--- src/common/pau_consts.vh ---
// shared constants for the process alarm unit: timing, widths, register map, codes
`ifndef PAU_CONSTS_VH
`define PAU_CONSTS_VH
// clock period and the one-second timer tick, both in ns
`define PAU_CLK_NS 50
`define PAU_SECOND_NS 1000000000
// prescaler counter width, enough for 20,000,000 cycles
`define PAU_PRE_W 25
// number of alarm channels
`define PAU_NCH 2
// signed display-count value width, -1999 to 9999
`define PAU_VW 15
// timer setting width and ceiling, 0 to 6500 s
`define PAU_TW 13
`define PAU_TMAX 13'h1964
`define PAU_TZERO 13'h0000
`define PAU_TONE 13'h0001
// alarm function codes
`define PAU_DISABLED_FUNCTION 3'h0
`define PAU_SENSOR_FAULT_FUNCTION 3'h1
`define PAU_LOW_FUNCTION 3'h2
`define PAU_HIGH_FUNCTION 3'h3
`define PAU_DIFFERENTIAL_LOW_FUNCTION 3'h4
`define PAU_DIFFERENTIAL_HIGH_FUNCTION 3'h5
`define PAU_BAND_FUNCTION 3'h6
// configuration word fields
`define PAU_CFG_W 5
`define PAU_CFG_FN_MSB 2
`define PAU_CFG_BLK_BIT 4
// address layout: byte offset 0x00 for channel one, 0x20 for channel two
`define PAU_CH_BIT 5
`define PAU_WORD_MSB 4
`define PAU_WORD_LSB 2
`define PAU_IDX_CFG 3'h0
`define PAU_IDX_REF 3'h1
`define PAU_IDX_DEV 3'h2
`define PAU_IDX_TFIRST 3'h3
`define PAU_IDX_TSECOND 3'h4
`define PAU_IDX_STAT 3'h5
// reset values
`define PAU_CFG_RST 5'h00
`define PAU_VAL_RST 15'h0000
`define PAU_DATA_ZERO 32'h00000000
`endif

--- src/rtl/pau_second.v ---
// one-second tick prescaler that restarts whenever its run input drops
`include "pau_consts.vh"
module pau_second #(
  parameter TICK_CYCLES = `PAU_SECOND_NS / `PAU_CLK_NS
)(
  input wire pclk,
  input wire presetn,
  input wire clk_en,
  input wire run,
  output reg tick
);

  // last count of one second, cut to the counter width
  localparam [31:0] TICK_LAST = TICK_CYCLES - 1;

  // cycle counter within the current second
  reg [`PAU_PRE_W-1:0] count;

  // counting restarts from zero on each run, so every interval is a full second
  always @(posedge pclk or negedge presetn)
  begin
    if (!presetn)
    begin
      count <= {`PAU_PRE_W{1'b0}};
      tick <= 1'b0;
    end
    else if (clk_en)
    begin
      if (!run)
      begin
        // idle: hold at zero, no tick
        count <= {`PAU_PRE_W{1'b0}};
        tick <= 1'b0;
      end
      else if (count == TICK_LAST[`PAU_PRE_W-1:0])
      begin
        count <= {`PAU_PRE_W{1'b0}};
        tick <= 1'b1;
      end
      else
      begin
        count <= count + {{(`PAU_PRE_W-1){1'b0}}, 1'b1};
        tick <= 1'b0;
      end
    end
  end

endmodule // pau_second

--- src/rtl/pau_top.v ---
// process alarm unit: apb registers, two alarm channels with relay timing
//
// Local design decisions: register access over APB and the register offsets.
`include "pau_consts.vh"

// Overview of operation
// - two channels, each relay plus status LED
// - seven functions; disabled never alarms
// - sensor-break alarms while input fault flag set
// - low below setpoint, high above setpoint
// - differential uses reference plus signed deviation
// - band, positive deviation: alarm outside band
// - band, negative deviation: alarm inside band
// - diff-low below ref-dev, diff-high above ref+dev
// - two timers per channel, 0 to 6500 s
// - both timers zero: relay follows condition
// - only second timer set: delayed relay
// - only first timer set: single pulse
// - both timers set: relay oscillates
// - LED shows condition regardless of timing
// - blocking hides condition present at power-up
// - blocked until clear then fresh alarm
// - blocking ignored for sensor-break function
// - re-evaluate every channel on each sample
// - values signed, range -1999 to 9999
module pau_top #(
  parameter TICK_CYCLES = `PAU_SECOND_NS / `PAU_CLK_NS
)(
  input wire pclk,
  input wire presetn,
  input wire clk_en,
  input wire psel,
  input wire penable,
  input wire pwrite,
  input wire [7:0] paddr,
  input wire [31:0] pwdata,
  output reg [31:0] prdata,
  output reg pready,
  output reg pslverr,
  input wire pv_valid,
  input wire [`PAU_VW-1:0] pv_value,
  input wire pv_fault,
  output wire alarm_relay_first,
  output wire alarm_relay_second,
  output wire alarm_led_first,
  output wire alarm_led_second
);

  // relay timing states
  localparam [2:0] ST_IDLE = 3'h0;
  localparam [2:0] ST_FOLLOW = 3'h1;
  localparam [2:0] ST_DELAY = 3'h2;
  localparam [2:0] ST_PULSE = 3'h3;
  localparam [2:0] ST_SPENT = 3'h4;
  localparam [2:0] ST_OSC_ON = 3'h5;
  localparam [2:0] ST_OSC_OFF = 3'h6;

  // word-aligned, within the two channel windows, index up to status
  function reg_hit;
    input [7:0] a;
    begin
      reg_hit = (a[1:0] == 2'h0) && (a[7:6] == 2'h0) &&
        (a[`PAU_WORD_MSB:`PAU_WORD_LSB] <= `PAU_IDX_STAT);
    end
  endfunction

  // saturate a written timer value at the ceiling
  function [`PAU_TW-1:0] clamp_time;
    input [31:0] w;
    begin
      if (w > {19'h00000, `PAU_TMAX})
        clamp_time = `PAU_TMAX;
      else
        clamp_time = w[`PAU_TW-1:0];
    end
  endfunction

  // raw alarm condition of one channel for the current sample
  function eval_alarm;
    input [2:0] fn;
    input [`PAU_VW-1:0] pv;
    input fault;
    input [`PAU_VW-1:0] ref_v;
    input [`PAU_VW-1:0] dev_v;
    reg signed [`PAU_VW+1:0] v;
    reg signed [`PAU_VW+1:0] s;
    reg signed [`PAU_VW+1:0] d;
    reg signed [`PAU_VW+1:0] lo;
    reg signed [`PAU_VW+1:0] hi;
    begin
      // two guard bits keep ref +/- dev from wrapping
      v = {{2{pv[`PAU_VW-1]}}, pv};
      s = {{2{ref_v[`PAU_VW-1]}}, ref_v};
      d = {{2{dev_v[`PAU_VW-1]}}, dev_v};
      lo = s - d;
      hi = s + d;
      case (fn)
        `PAU_SENSOR_FAULT_FUNCTION: eval_alarm = fault;
        `PAU_LOW_FUNCTION: eval_alarm = (v < s);
        `PAU_HIGH_FUNCTION: eval_alarm = (v > s);
        `PAU_DIFFERENTIAL_LOW_FUNCTION: eval_alarm = (v < lo);
        `PAU_DIFFERENTIAL_HIGH_FUNCTION: eval_alarm = (v > hi);
        `PAU_BAND_FUNCTION:
        begin
          if (!d[`PAU_VW+1])
            eval_alarm = (v < lo) || (v > hi);
          else
            eval_alarm = (v > hi) && (v < lo);
        end
        // disabled and the unused code never alarm
        default: eval_alarm = 1'b0;
      endcase
    end
  endfunction

  // per-channel configuration storage, addressed by channel index
  reg [`PAU_CFG_W-1:0] cfg [0:`PAU_NCH-1];
  reg [`PAU_VW-1:0] band_reference [0:`PAU_NCH-1];
  reg [`PAU_VW-1:0] deviation [0:`PAU_NCH-1];
  reg [`PAU_TW-1:0] first_timer_setting [0:`PAU_NCH-1];
  reg [`PAU_TW-1:0] second_timer_setting [0:`PAU_NCH-1];

  // per-channel status: blocked, relay, condition
  wire [2:0] stat_w [0:`PAU_NCH-1];
  wire [`PAU_NCH-1:0] relay_w;
  wire [`PAU_NCH-1:0] led_w;

  // address split
  wire ch_idx = paddr[`PAU_CH_BIT];
  wire [2:0] word = paddr[`PAU_WORD_MSB:`PAU_WORD_LSB];
  wire hit = reg_hit(paddr);
  wire setup = psel & ~penable;

  // write strobe: only at the completing access edge
  wire wr_go = psel & penable & pready & pwrite & reg_hit(paddr);

  // read data prepared during the setup cycle
  reg [31:0] next_rdata;
  integer i;

  // read multiplexer; bits above each field read as zero
  always @*
  begin
    next_rdata = `PAU_DATA_ZERO;
    case (word)
      `PAU_IDX_CFG: next_rdata[`PAU_CFG_W-1:0] = cfg[ch_idx];
      `PAU_IDX_REF: next_rdata[`PAU_VW-1:0] = band_reference[ch_idx];
      `PAU_IDX_DEV: next_rdata[`PAU_VW-1:0] = deviation[ch_idx];
      `PAU_IDX_TFIRST: next_rdata[`PAU_TW-1:0] = first_timer_setting[ch_idx];
      `PAU_IDX_TSECOND: next_rdata[`PAU_TW-1:0] = second_timer_setting[ch_idx];
      `PAU_IDX_STAT: next_rdata[2:0] = stat_w[ch_idx];
      default: next_rdata = `PAU_DATA_ZERO;
    endcase
    // unmapped addresses read zero
    if (!hit)
      next_rdata = `PAU_DATA_ZERO;
  end

  // apb handshake: one wait-free access, answer registered from setup
  always @(posedge pclk or negedge presetn)
  begin
    if (!presetn)
    begin
      pready <= 1'b0;
      pslverr <= 1'b0;
      prdata <= `PAU_DATA_ZERO;
    end
    else if (clk_en)
    begin
      pready <= setup;
      pslverr <= setup & ~hit;
      // data held outside a read so the bus sees no glitches
      if (setup & ~pwrite)
        prdata <= next_rdata;
    end
  end

  // register writes; writes to status or unmapped words are dropped
  always @(posedge pclk or negedge presetn)
  begin
    if (!presetn)
    begin
      for (i = 0; i < `PAU_NCH; i = i + 1)
      begin
        cfg[i] <= `PAU_CFG_RST;
        band_reference[i] <= `PAU_VAL_RST;
        deviation[i] <= `PAU_VAL_RST;
        first_timer_setting[i] <= `PAU_TZERO;
        second_timer_setting[i] <= `PAU_TZERO;
      end
    end
    else if (clk_en & wr_go)
    begin
      case (word)
        `PAU_IDX_CFG: cfg[ch_idx] <= pwdata[`PAU_CFG_W-1:0];
        `PAU_IDX_REF: band_reference[ch_idx] <= pwdata[`PAU_VW-1:0];
        `PAU_IDX_DEV: deviation[ch_idx] <= pwdata[`PAU_VW-1:0];
        `PAU_IDX_TFIRST: first_timer_setting[ch_idx] <= clamp_time(pwdata);
        `PAU_IDX_TSECOND: second_timer_setting[ch_idx] <= clamp_time(pwdata);
        default:
        begin
          // status is read-only
        end
      endcase
    end
  end

  genvar g;
  generate
    for (g = 0; g < `PAU_NCH; g = g + 1)
    begin : chan
      // channel configuration view
      wire [2:0] fn = cfg[g][`PAU_CFG_FN_MSB:0];
      wire blk_en = cfg[g][`PAU_CFG_BLK_BIT];
      wire t1_zero = (first_timer_setting[g] == `PAU_TZERO);
      wire t2_zero = (second_timer_setting[g] == `PAU_TZERO);

      // raw condition from the present sample inputs
      wire raw = eval_alarm(fn, pv_value, pv_fault, band_reference[g], deviation[g]);

      // blocking only matters outside the sensor-break function
      wire blk_act = blk_en & (fn != `PAU_SENSOR_FAULT_FUNCTION);

      reg cond; // evaluated condition, drives the LED
      reg blocked; // set from power-up until a clear sample
      reg relay; // relay drive
      reg [2:0] state; // relay timing state
      reg [`PAU_TW-1:0] cnt; // seconds elapsed in the current phase
      reg [2:0] next_state;
      reg [`PAU_TW-1:0] next_cnt;
      reg next_relay;
      wire [`PAU_TW-1:0] cnt_up = cnt + `PAU_TONE;
      wire tick;

      // prescaler runs only in timed phases, so each phase starts clean
      wire timing = cond & ((state == ST_DELAY) | (state == ST_PULSE) |
        (state == ST_OSC_ON) | (state == ST_OSC_OFF));

      pau_second #(
        .TICK_CYCLES(TICK_CYCLES)
      ) u_second (
        .pclk(pclk),
        .presetn(presetn),
        .clk_en(clk_en),
        .run(timing),
        .tick(tick)
      );

      // condition is sampled only on a new measurement
      always @(posedge pclk or negedge presetn)
      begin
        if (!presetn)
        begin
          cond <= 1'b0;
          // power-up counts as blocked; only honoured if enabled
          blocked <= 1'b1;
        end
        else if (clk_en & pv_valid)
        begin
          // a clear sample lifts blocking for good
          if (!raw)
            blocked <= 1'b0;
          // uses the old blocked flag: a fresh alarm needs a prior clear
          cond <= raw & ~(blocked & blk_act);
        end
      end

      // relay timing: follow, delay, pulse or oscillate
      always @*
      begin
        next_state = state;
        next_cnt = cnt;
        next_relay = relay;
        if (!cond)
        begin
          // condition gone: restart timing, release relay
          next_state = ST_IDLE;
          next_cnt = `PAU_TZERO;
          next_relay = 1'b0;
        end
        else
        begin
          case (state)
            ST_IDLE:
            begin
              next_cnt = `PAU_TZERO;
              if (t1_zero & t2_zero)
              begin
                next_state = ST_FOLLOW;
                next_relay = 1'b1;
              end
              else if (t1_zero)
              begin
                next_state = ST_DELAY;
                next_relay = 1'b0;
              end
              else if (t2_zero)
              begin
                next_state = ST_PULSE;
                next_relay = 1'b1;
              end
              else
              begin
                next_state = ST_OSC_ON;
                next_relay = 1'b1;
              end
            end
            ST_FOLLOW: next_relay = 1'b1;
            ST_DELAY:
            begin
              // relay waits for the second timer to expire
              if (tick)
              begin
                if (cnt_up >= second_timer_setting[g])
                begin
                  next_state = ST_FOLLOW;
                  next_relay = 1'b1;
                  next_cnt = `PAU_TZERO;
                end
                else
                  next_cnt = cnt_up;
              end
            end
            ST_PULSE:
            begin
              // pulse length is the first timer
              if (tick)
              begin
                if (cnt_up >= first_timer_setting[g])
                begin
                  next_state = ST_SPENT;
                  next_relay = 1'b0;
                  next_cnt = `PAU_TZERO;
                end
                else
                  next_cnt = cnt_up;
              end
            end
            // one pulse per event: stay off until the condition clears
            ST_SPENT: next_relay = 1'b0;
            ST_OSC_ON:
            begin
              if (tick)
              begin
                if (cnt_up >= first_timer_setting[g])
                begin
                  next_state = ST_OSC_OFF;
                  next_relay = 1'b0;
                  next_cnt = `PAU_TZERO;
                end
                else
                  next_cnt = cnt_up;
              end
            end
            ST_OSC_OFF:
            begin
              if (tick)
              begin
                if (cnt_up >= second_timer_setting[g])
                begin
                  next_state = ST_OSC_ON;
                  next_relay = 1'b1;
                  next_cnt = `PAU_TZERO;
                end
                else
                  next_cnt = cnt_up;
              end
            end
            default:
            begin
              next_state = ST_IDLE;
              next_cnt = `PAU_TZERO;
              next_relay = 1'b0;
            end
          endcase
        end
      end

      // timing registers; relay lags the condition by one clock
      always @(posedge pclk or negedge presetn)
      begin
        if (!presetn)
        begin
          state <= ST_IDLE;
          cnt <= `PAU_TZERO;
          relay <= 1'b0;
        end
        else if (clk_en)
        begin
          state <= next_state;
          cnt <= next_cnt;
          relay <= next_relay;
        end
      end

      // LED is the condition itself, not the timed relay
      assign led_w[g] = cond;
      assign relay_w[g] = relay;
      assign stat_w[g] = {blocked & blk_act, relay, cond};
    end
  endgenerate

  // channel outputs, each straight from its flop
  assign alarm_relay_first = relay_w[0];
  assign alarm_relay_second = relay_w[1];
  assign alarm_led_first = led_w[0];
  assign alarm_led_second = led_w[1];

endmodule // pau_top

--- config.mk ---
export PLATFORM = sky130hd
export DESIGN_NAME = pau_top
export DESIGN_NICKNAME = d
export VERILOG_FILES = /design/src/rtl/pau_second.v /design/src/rtl/pau_top.v
export VERILOG_INCLUDE_DIRS = /design/src /design/src/common
export SDC_FILE = /design/constraint.sdc
export NUM_CORES = 1
export LEC_CHECK = 0
export BUFFER_PORTS_ARGS = -buffer_cell sky130_fd_sc_hd__buf_2
export CAP_MARGIN = 5
export CORE_AREA = 2 2 152 303
export CTS_CLUSTER_DIAMETER = 60
export CTS_CLUSTER_SIZE = 30
export DETAILED_ROUTE_END_ITERATION = 16
export DIE_AREA = 0 0 154 305
export PLACE_DENSITY = 0.62
export RECOVER_POWER = 50
export SYNTH_ARGS = -nofsm -noshare
export SYNTH_HDL_FRONTEND = slang
export SYNTH_SLANG_ARGS = --single-unit
--- constraint.sdc ---
create_clock -name pclk -period 8.3 [get_ports pclk]
set_clock_uncertainty 0.2 [all_clocks]
set_input_delay 0.415 -clock pclk [delete_from_list [all_inputs] [get_ports pclk]]
set_output_delay 0.415 -clock pclk [all_outputs]
set_load 0.03 [all_outputs]
==> impl_metrics.ini <==
[run_status]
status = finished with violations
violations = max-capacitance violations, max-slew violations

[setup_path]
r2r_cells = 21
critPathMaxFanout = 79
cp-start-kind = primary input
reg2reg_to = alarm_led_first
cp_data_arrival_time_ps = 5220
ff2ff_setup_slack_ps = 3770
path_class = in -> async
endpoint_kind = asynchronous set/reset pin
r2r-start = band_reference[15]
required_ps = 8590

[grt]
grt_pass1_vias = 14220
grt-busiest-layer = met2
use_met1_pct = 28.64
overflow = 0
antenna_found_initial = 0
met2_usage_pct = 34.70
grt_pass1_wl_microns = 79020
grt_max_degree = 80
grt_usage_pct = 20.87
grt_use_met3_pct = 2.119

[worst_hold_path]
hold_path_class = in -> reg
hold_path.startpoint = pwdata[7]
min_to = deviation[22]
worstHoldPathCells = 3

[placed_design]
routabilityCongestion = 0.9208
io_buffers = 83
post-dp-hpwl_microns = 37680

[clock_tree]
cts.repair.resized = 0
clock_latency_ps = 540
cts-htree-levels = 1
cts_sinks = 229
cts_tree = done
clock_path_buffers = 3
cts_setup_buffers = 0
path_clk_slew_ps = 90
root_buffer = clkbuf_16
cts_hold_buf = 10
numCtsBuffers = 17

[final_layout]
area_delta_synth_final_pct = 7.494
drive_gt1_share_pct = 8.317
fin_nets = 2348
antenna_cells = 0

[die]
die_w_microns = 154
die_area_sq_um = 46970
coreArea_sq_um = 44730
num_io_pins = 101
chipHeight_microns = 305
start_util_pct = 39.64
rows = 110

[detailed_routing]
totalWireLength_microns = 48820
first_pass_iters = 7
drc = 0
antenna_left = 0
first_iter_violations = 897
vias = 14670
drt-vias-per-instance = 5.556
drt-wirelength-per-cell_microns = 18.49

[synthesis]
syn-mean-instance-area_sq_um = 8.786
synthArstFlopShare_pct = 100.0
yosysTopAreaCell = dfrtp_1
netlist_area_sq_um = 17730
synthTopCellsByArea = dfrtp_1 (32%), ha_1 (15%), nand2_1 (4.3%)
synth_ff_type = dfrtp_1
synth_edf_count = 0
yosysTopAreaCellShare_pct = 32.04
yosys_register_bits = 229
ys_types = 85
synth-seq-area-share_pct = 32.33
synthCells = 2018
yosys_warnings = 0

[sta]
setup-violations-final = 0
fin_tns_setup_ps = 0
rsz0062_at_grt = no
max_slew_margin_pct = -188.3
maxSlewViolCount = 122
timing.fmax_mhz = 202.9
hold_viol_final = 0
worstMarginPinSlew_ps = 4325
post-route-period-util_pct = 59.39
finalCriticalPeriod_ps = 4929

[pwr]
pwr-share-clk_pct = 37.8
irDropWorstVdd_mv = 0.1434
seqPwrFrac_pct = 50.0
swShare_pct = 29.05
power_mw = 2.283
p_int_mw = 1.620
p_sw_uw = 663.3
power_density_nw_per_um2 = 119.8
leakagePower_nw = 8.658
pwr-share-comb_pct = 12.2

[job]
drv_cap = 2
worst max path at each step:
stage / endpoint / slack [ps] / cells past startpoint / startpoint
2_1_floorplan: alarm_led_first / 4290 / 17 / band_reference[15]
3_3_place_gp: alarm_led_first / 3940 / 17 / band_reference[15]
3_5_place_dp: alarm_led_first / 3880 / 21 / band_reference[15]
4_1_cts: alarm_led_first / 3830 / 21 / band_reference[15]
5_1_grt: chan[0].u_second.count[14] / 2390 / 3 / presetn
6_report: pslverr / 3370 / 3 / presetn
metal layers:
layer / wire [microns] / vias to the layer above
met5: 0 / -
met4: 1428 / 0
met3: 2188 / 71
met2: 22790 / 347
met1: 22420 / 6994
li1: - / 7256
cells by family (layout without fill, tap and decap cells):
kind of cell | Yosys count | in the layout | synth area share (%)
adder cells (fa/ha/maj) | 216 | 216 | 15.41
multiplexers | 83 | 83 | 5.116
other | 1 | 17 | 0.02115
flip-flops | 229 | 229 | 32.33
buffers and inverters | 254 | 300 | 6.231
AO/OA/AOI/OAI | 481 | 481 | 17.42
XOR/XNOR | 103 | 103 | 5.088
AND/OR/NAND/NOR | 651 | 651 | 18.38
layout make-up:
cell class	instances	area [sq um]
multi-input cells	1551	10920
clock inverters	11	96.34
flip-flops and latches	229	5733
repair buffers	100	530.5
fillers	4441	25670
inverters	170	638.1
well taps	560	700.7
clock buffers	19	442.9
sequential cells by signal, indices dropped and copies added, names as in the netlist:
register / count
prdata: 15
first_timer_setting: 26
alarm_relay_second: 1
chan.state: 6
chan.blocked: 2
cfg: 10
second_timer_setting: 26
pready: 1
alarm_led_first: 1
chan.u_second.tick: 2
band_reference: 30
alarm_relay_first: 1
chan.cnt: 26
deviation: 30
pslverr: 1
alarm_led_second: 1
chan.u_second.count: 50
through the flow:
stage / setup slack [ps] / utilization (%) / cell area, sq um / hold slack [ps] / std cells
4_1_cts: 3832 / 42.81 / 19150 / 0.01271 / 2640
3_3_place_gp: 3936 / 41.38 / 18510 / 234.1 / 2600
3_5_place_dp: 3883 / 41.38 / 18510 / 234.8 / 2600
6_report: 3371 / 42.61 / 19060 / 10.48 / 2640
2_1_floorplan: 4292 / - / 17790 / -80.59 / 2034
5_1_grt: 2388 / 42.61 / 19060 / 16.99 / 2640
power groups by stage:
stage,registers (mW),clock network (mW),logic [mW]
5_1_grt,1.14,0.923,0.312
6_report,1.14,0.864,0.278
3_3_place_gp,1.16,0,0.275
4_1_cts,1.14,0.891,0.282
3_5_place_dp,1.16,0,0.277
2_1_floorplan,1.17,0,0.165
critical path, stage by stage:
cell and delay, ps:
dlygate4sd3_1 520, clkbuf_1 3020, buf_4 1160
cells in the mapped netlist, types with 37 or more instances:
master and instances:
a21oi_1 83, dfrtp_1 227, ha_1 212, inv_1 168
mux2_2 38, mux2i_1 40, nand2_1 202, nand3_1 67
nor2_1 124, nor2b_1 37, o21ai_0 146, xnor2_1 57
xor2_1 46
cells in the final DEF, fill, tap and decap left out, types with 10 or more instances in the layout:
master / instances
dfrtp_1: 227
ha_1: 212
nand2_1: 205
inv_1: 168
o21ai_0: 146
nor2_1: 123
a21oi_1: 83
nand3_1: 67
buf_2: 62
xnor2_1: 57
xor2_1: 46
mux2i_1: 40
mux2_2: 38
nor2b_1: 37
nand4_1: 36
nand2b_1: 34
nor3_1: 33
a21o_1: 27
a221oi_1: 27
clkbuf_1: 25
and3_1: 24
nor4_1: 22
o21ai_1: 19
a31oi_1: 17
conb_1: 17
clkbuf_16: 17
o21a_1: 15
o22ai_1: 15
o31ai_1: 14
or3_1: 13
a211oi_1: 12
o21bai_1: 12
o211ai_1: 12
o21ai_2: 12
o2bb2ai_1: 11
dlygate4sd3_1: 10
Power figures use the tool's default switching activity.
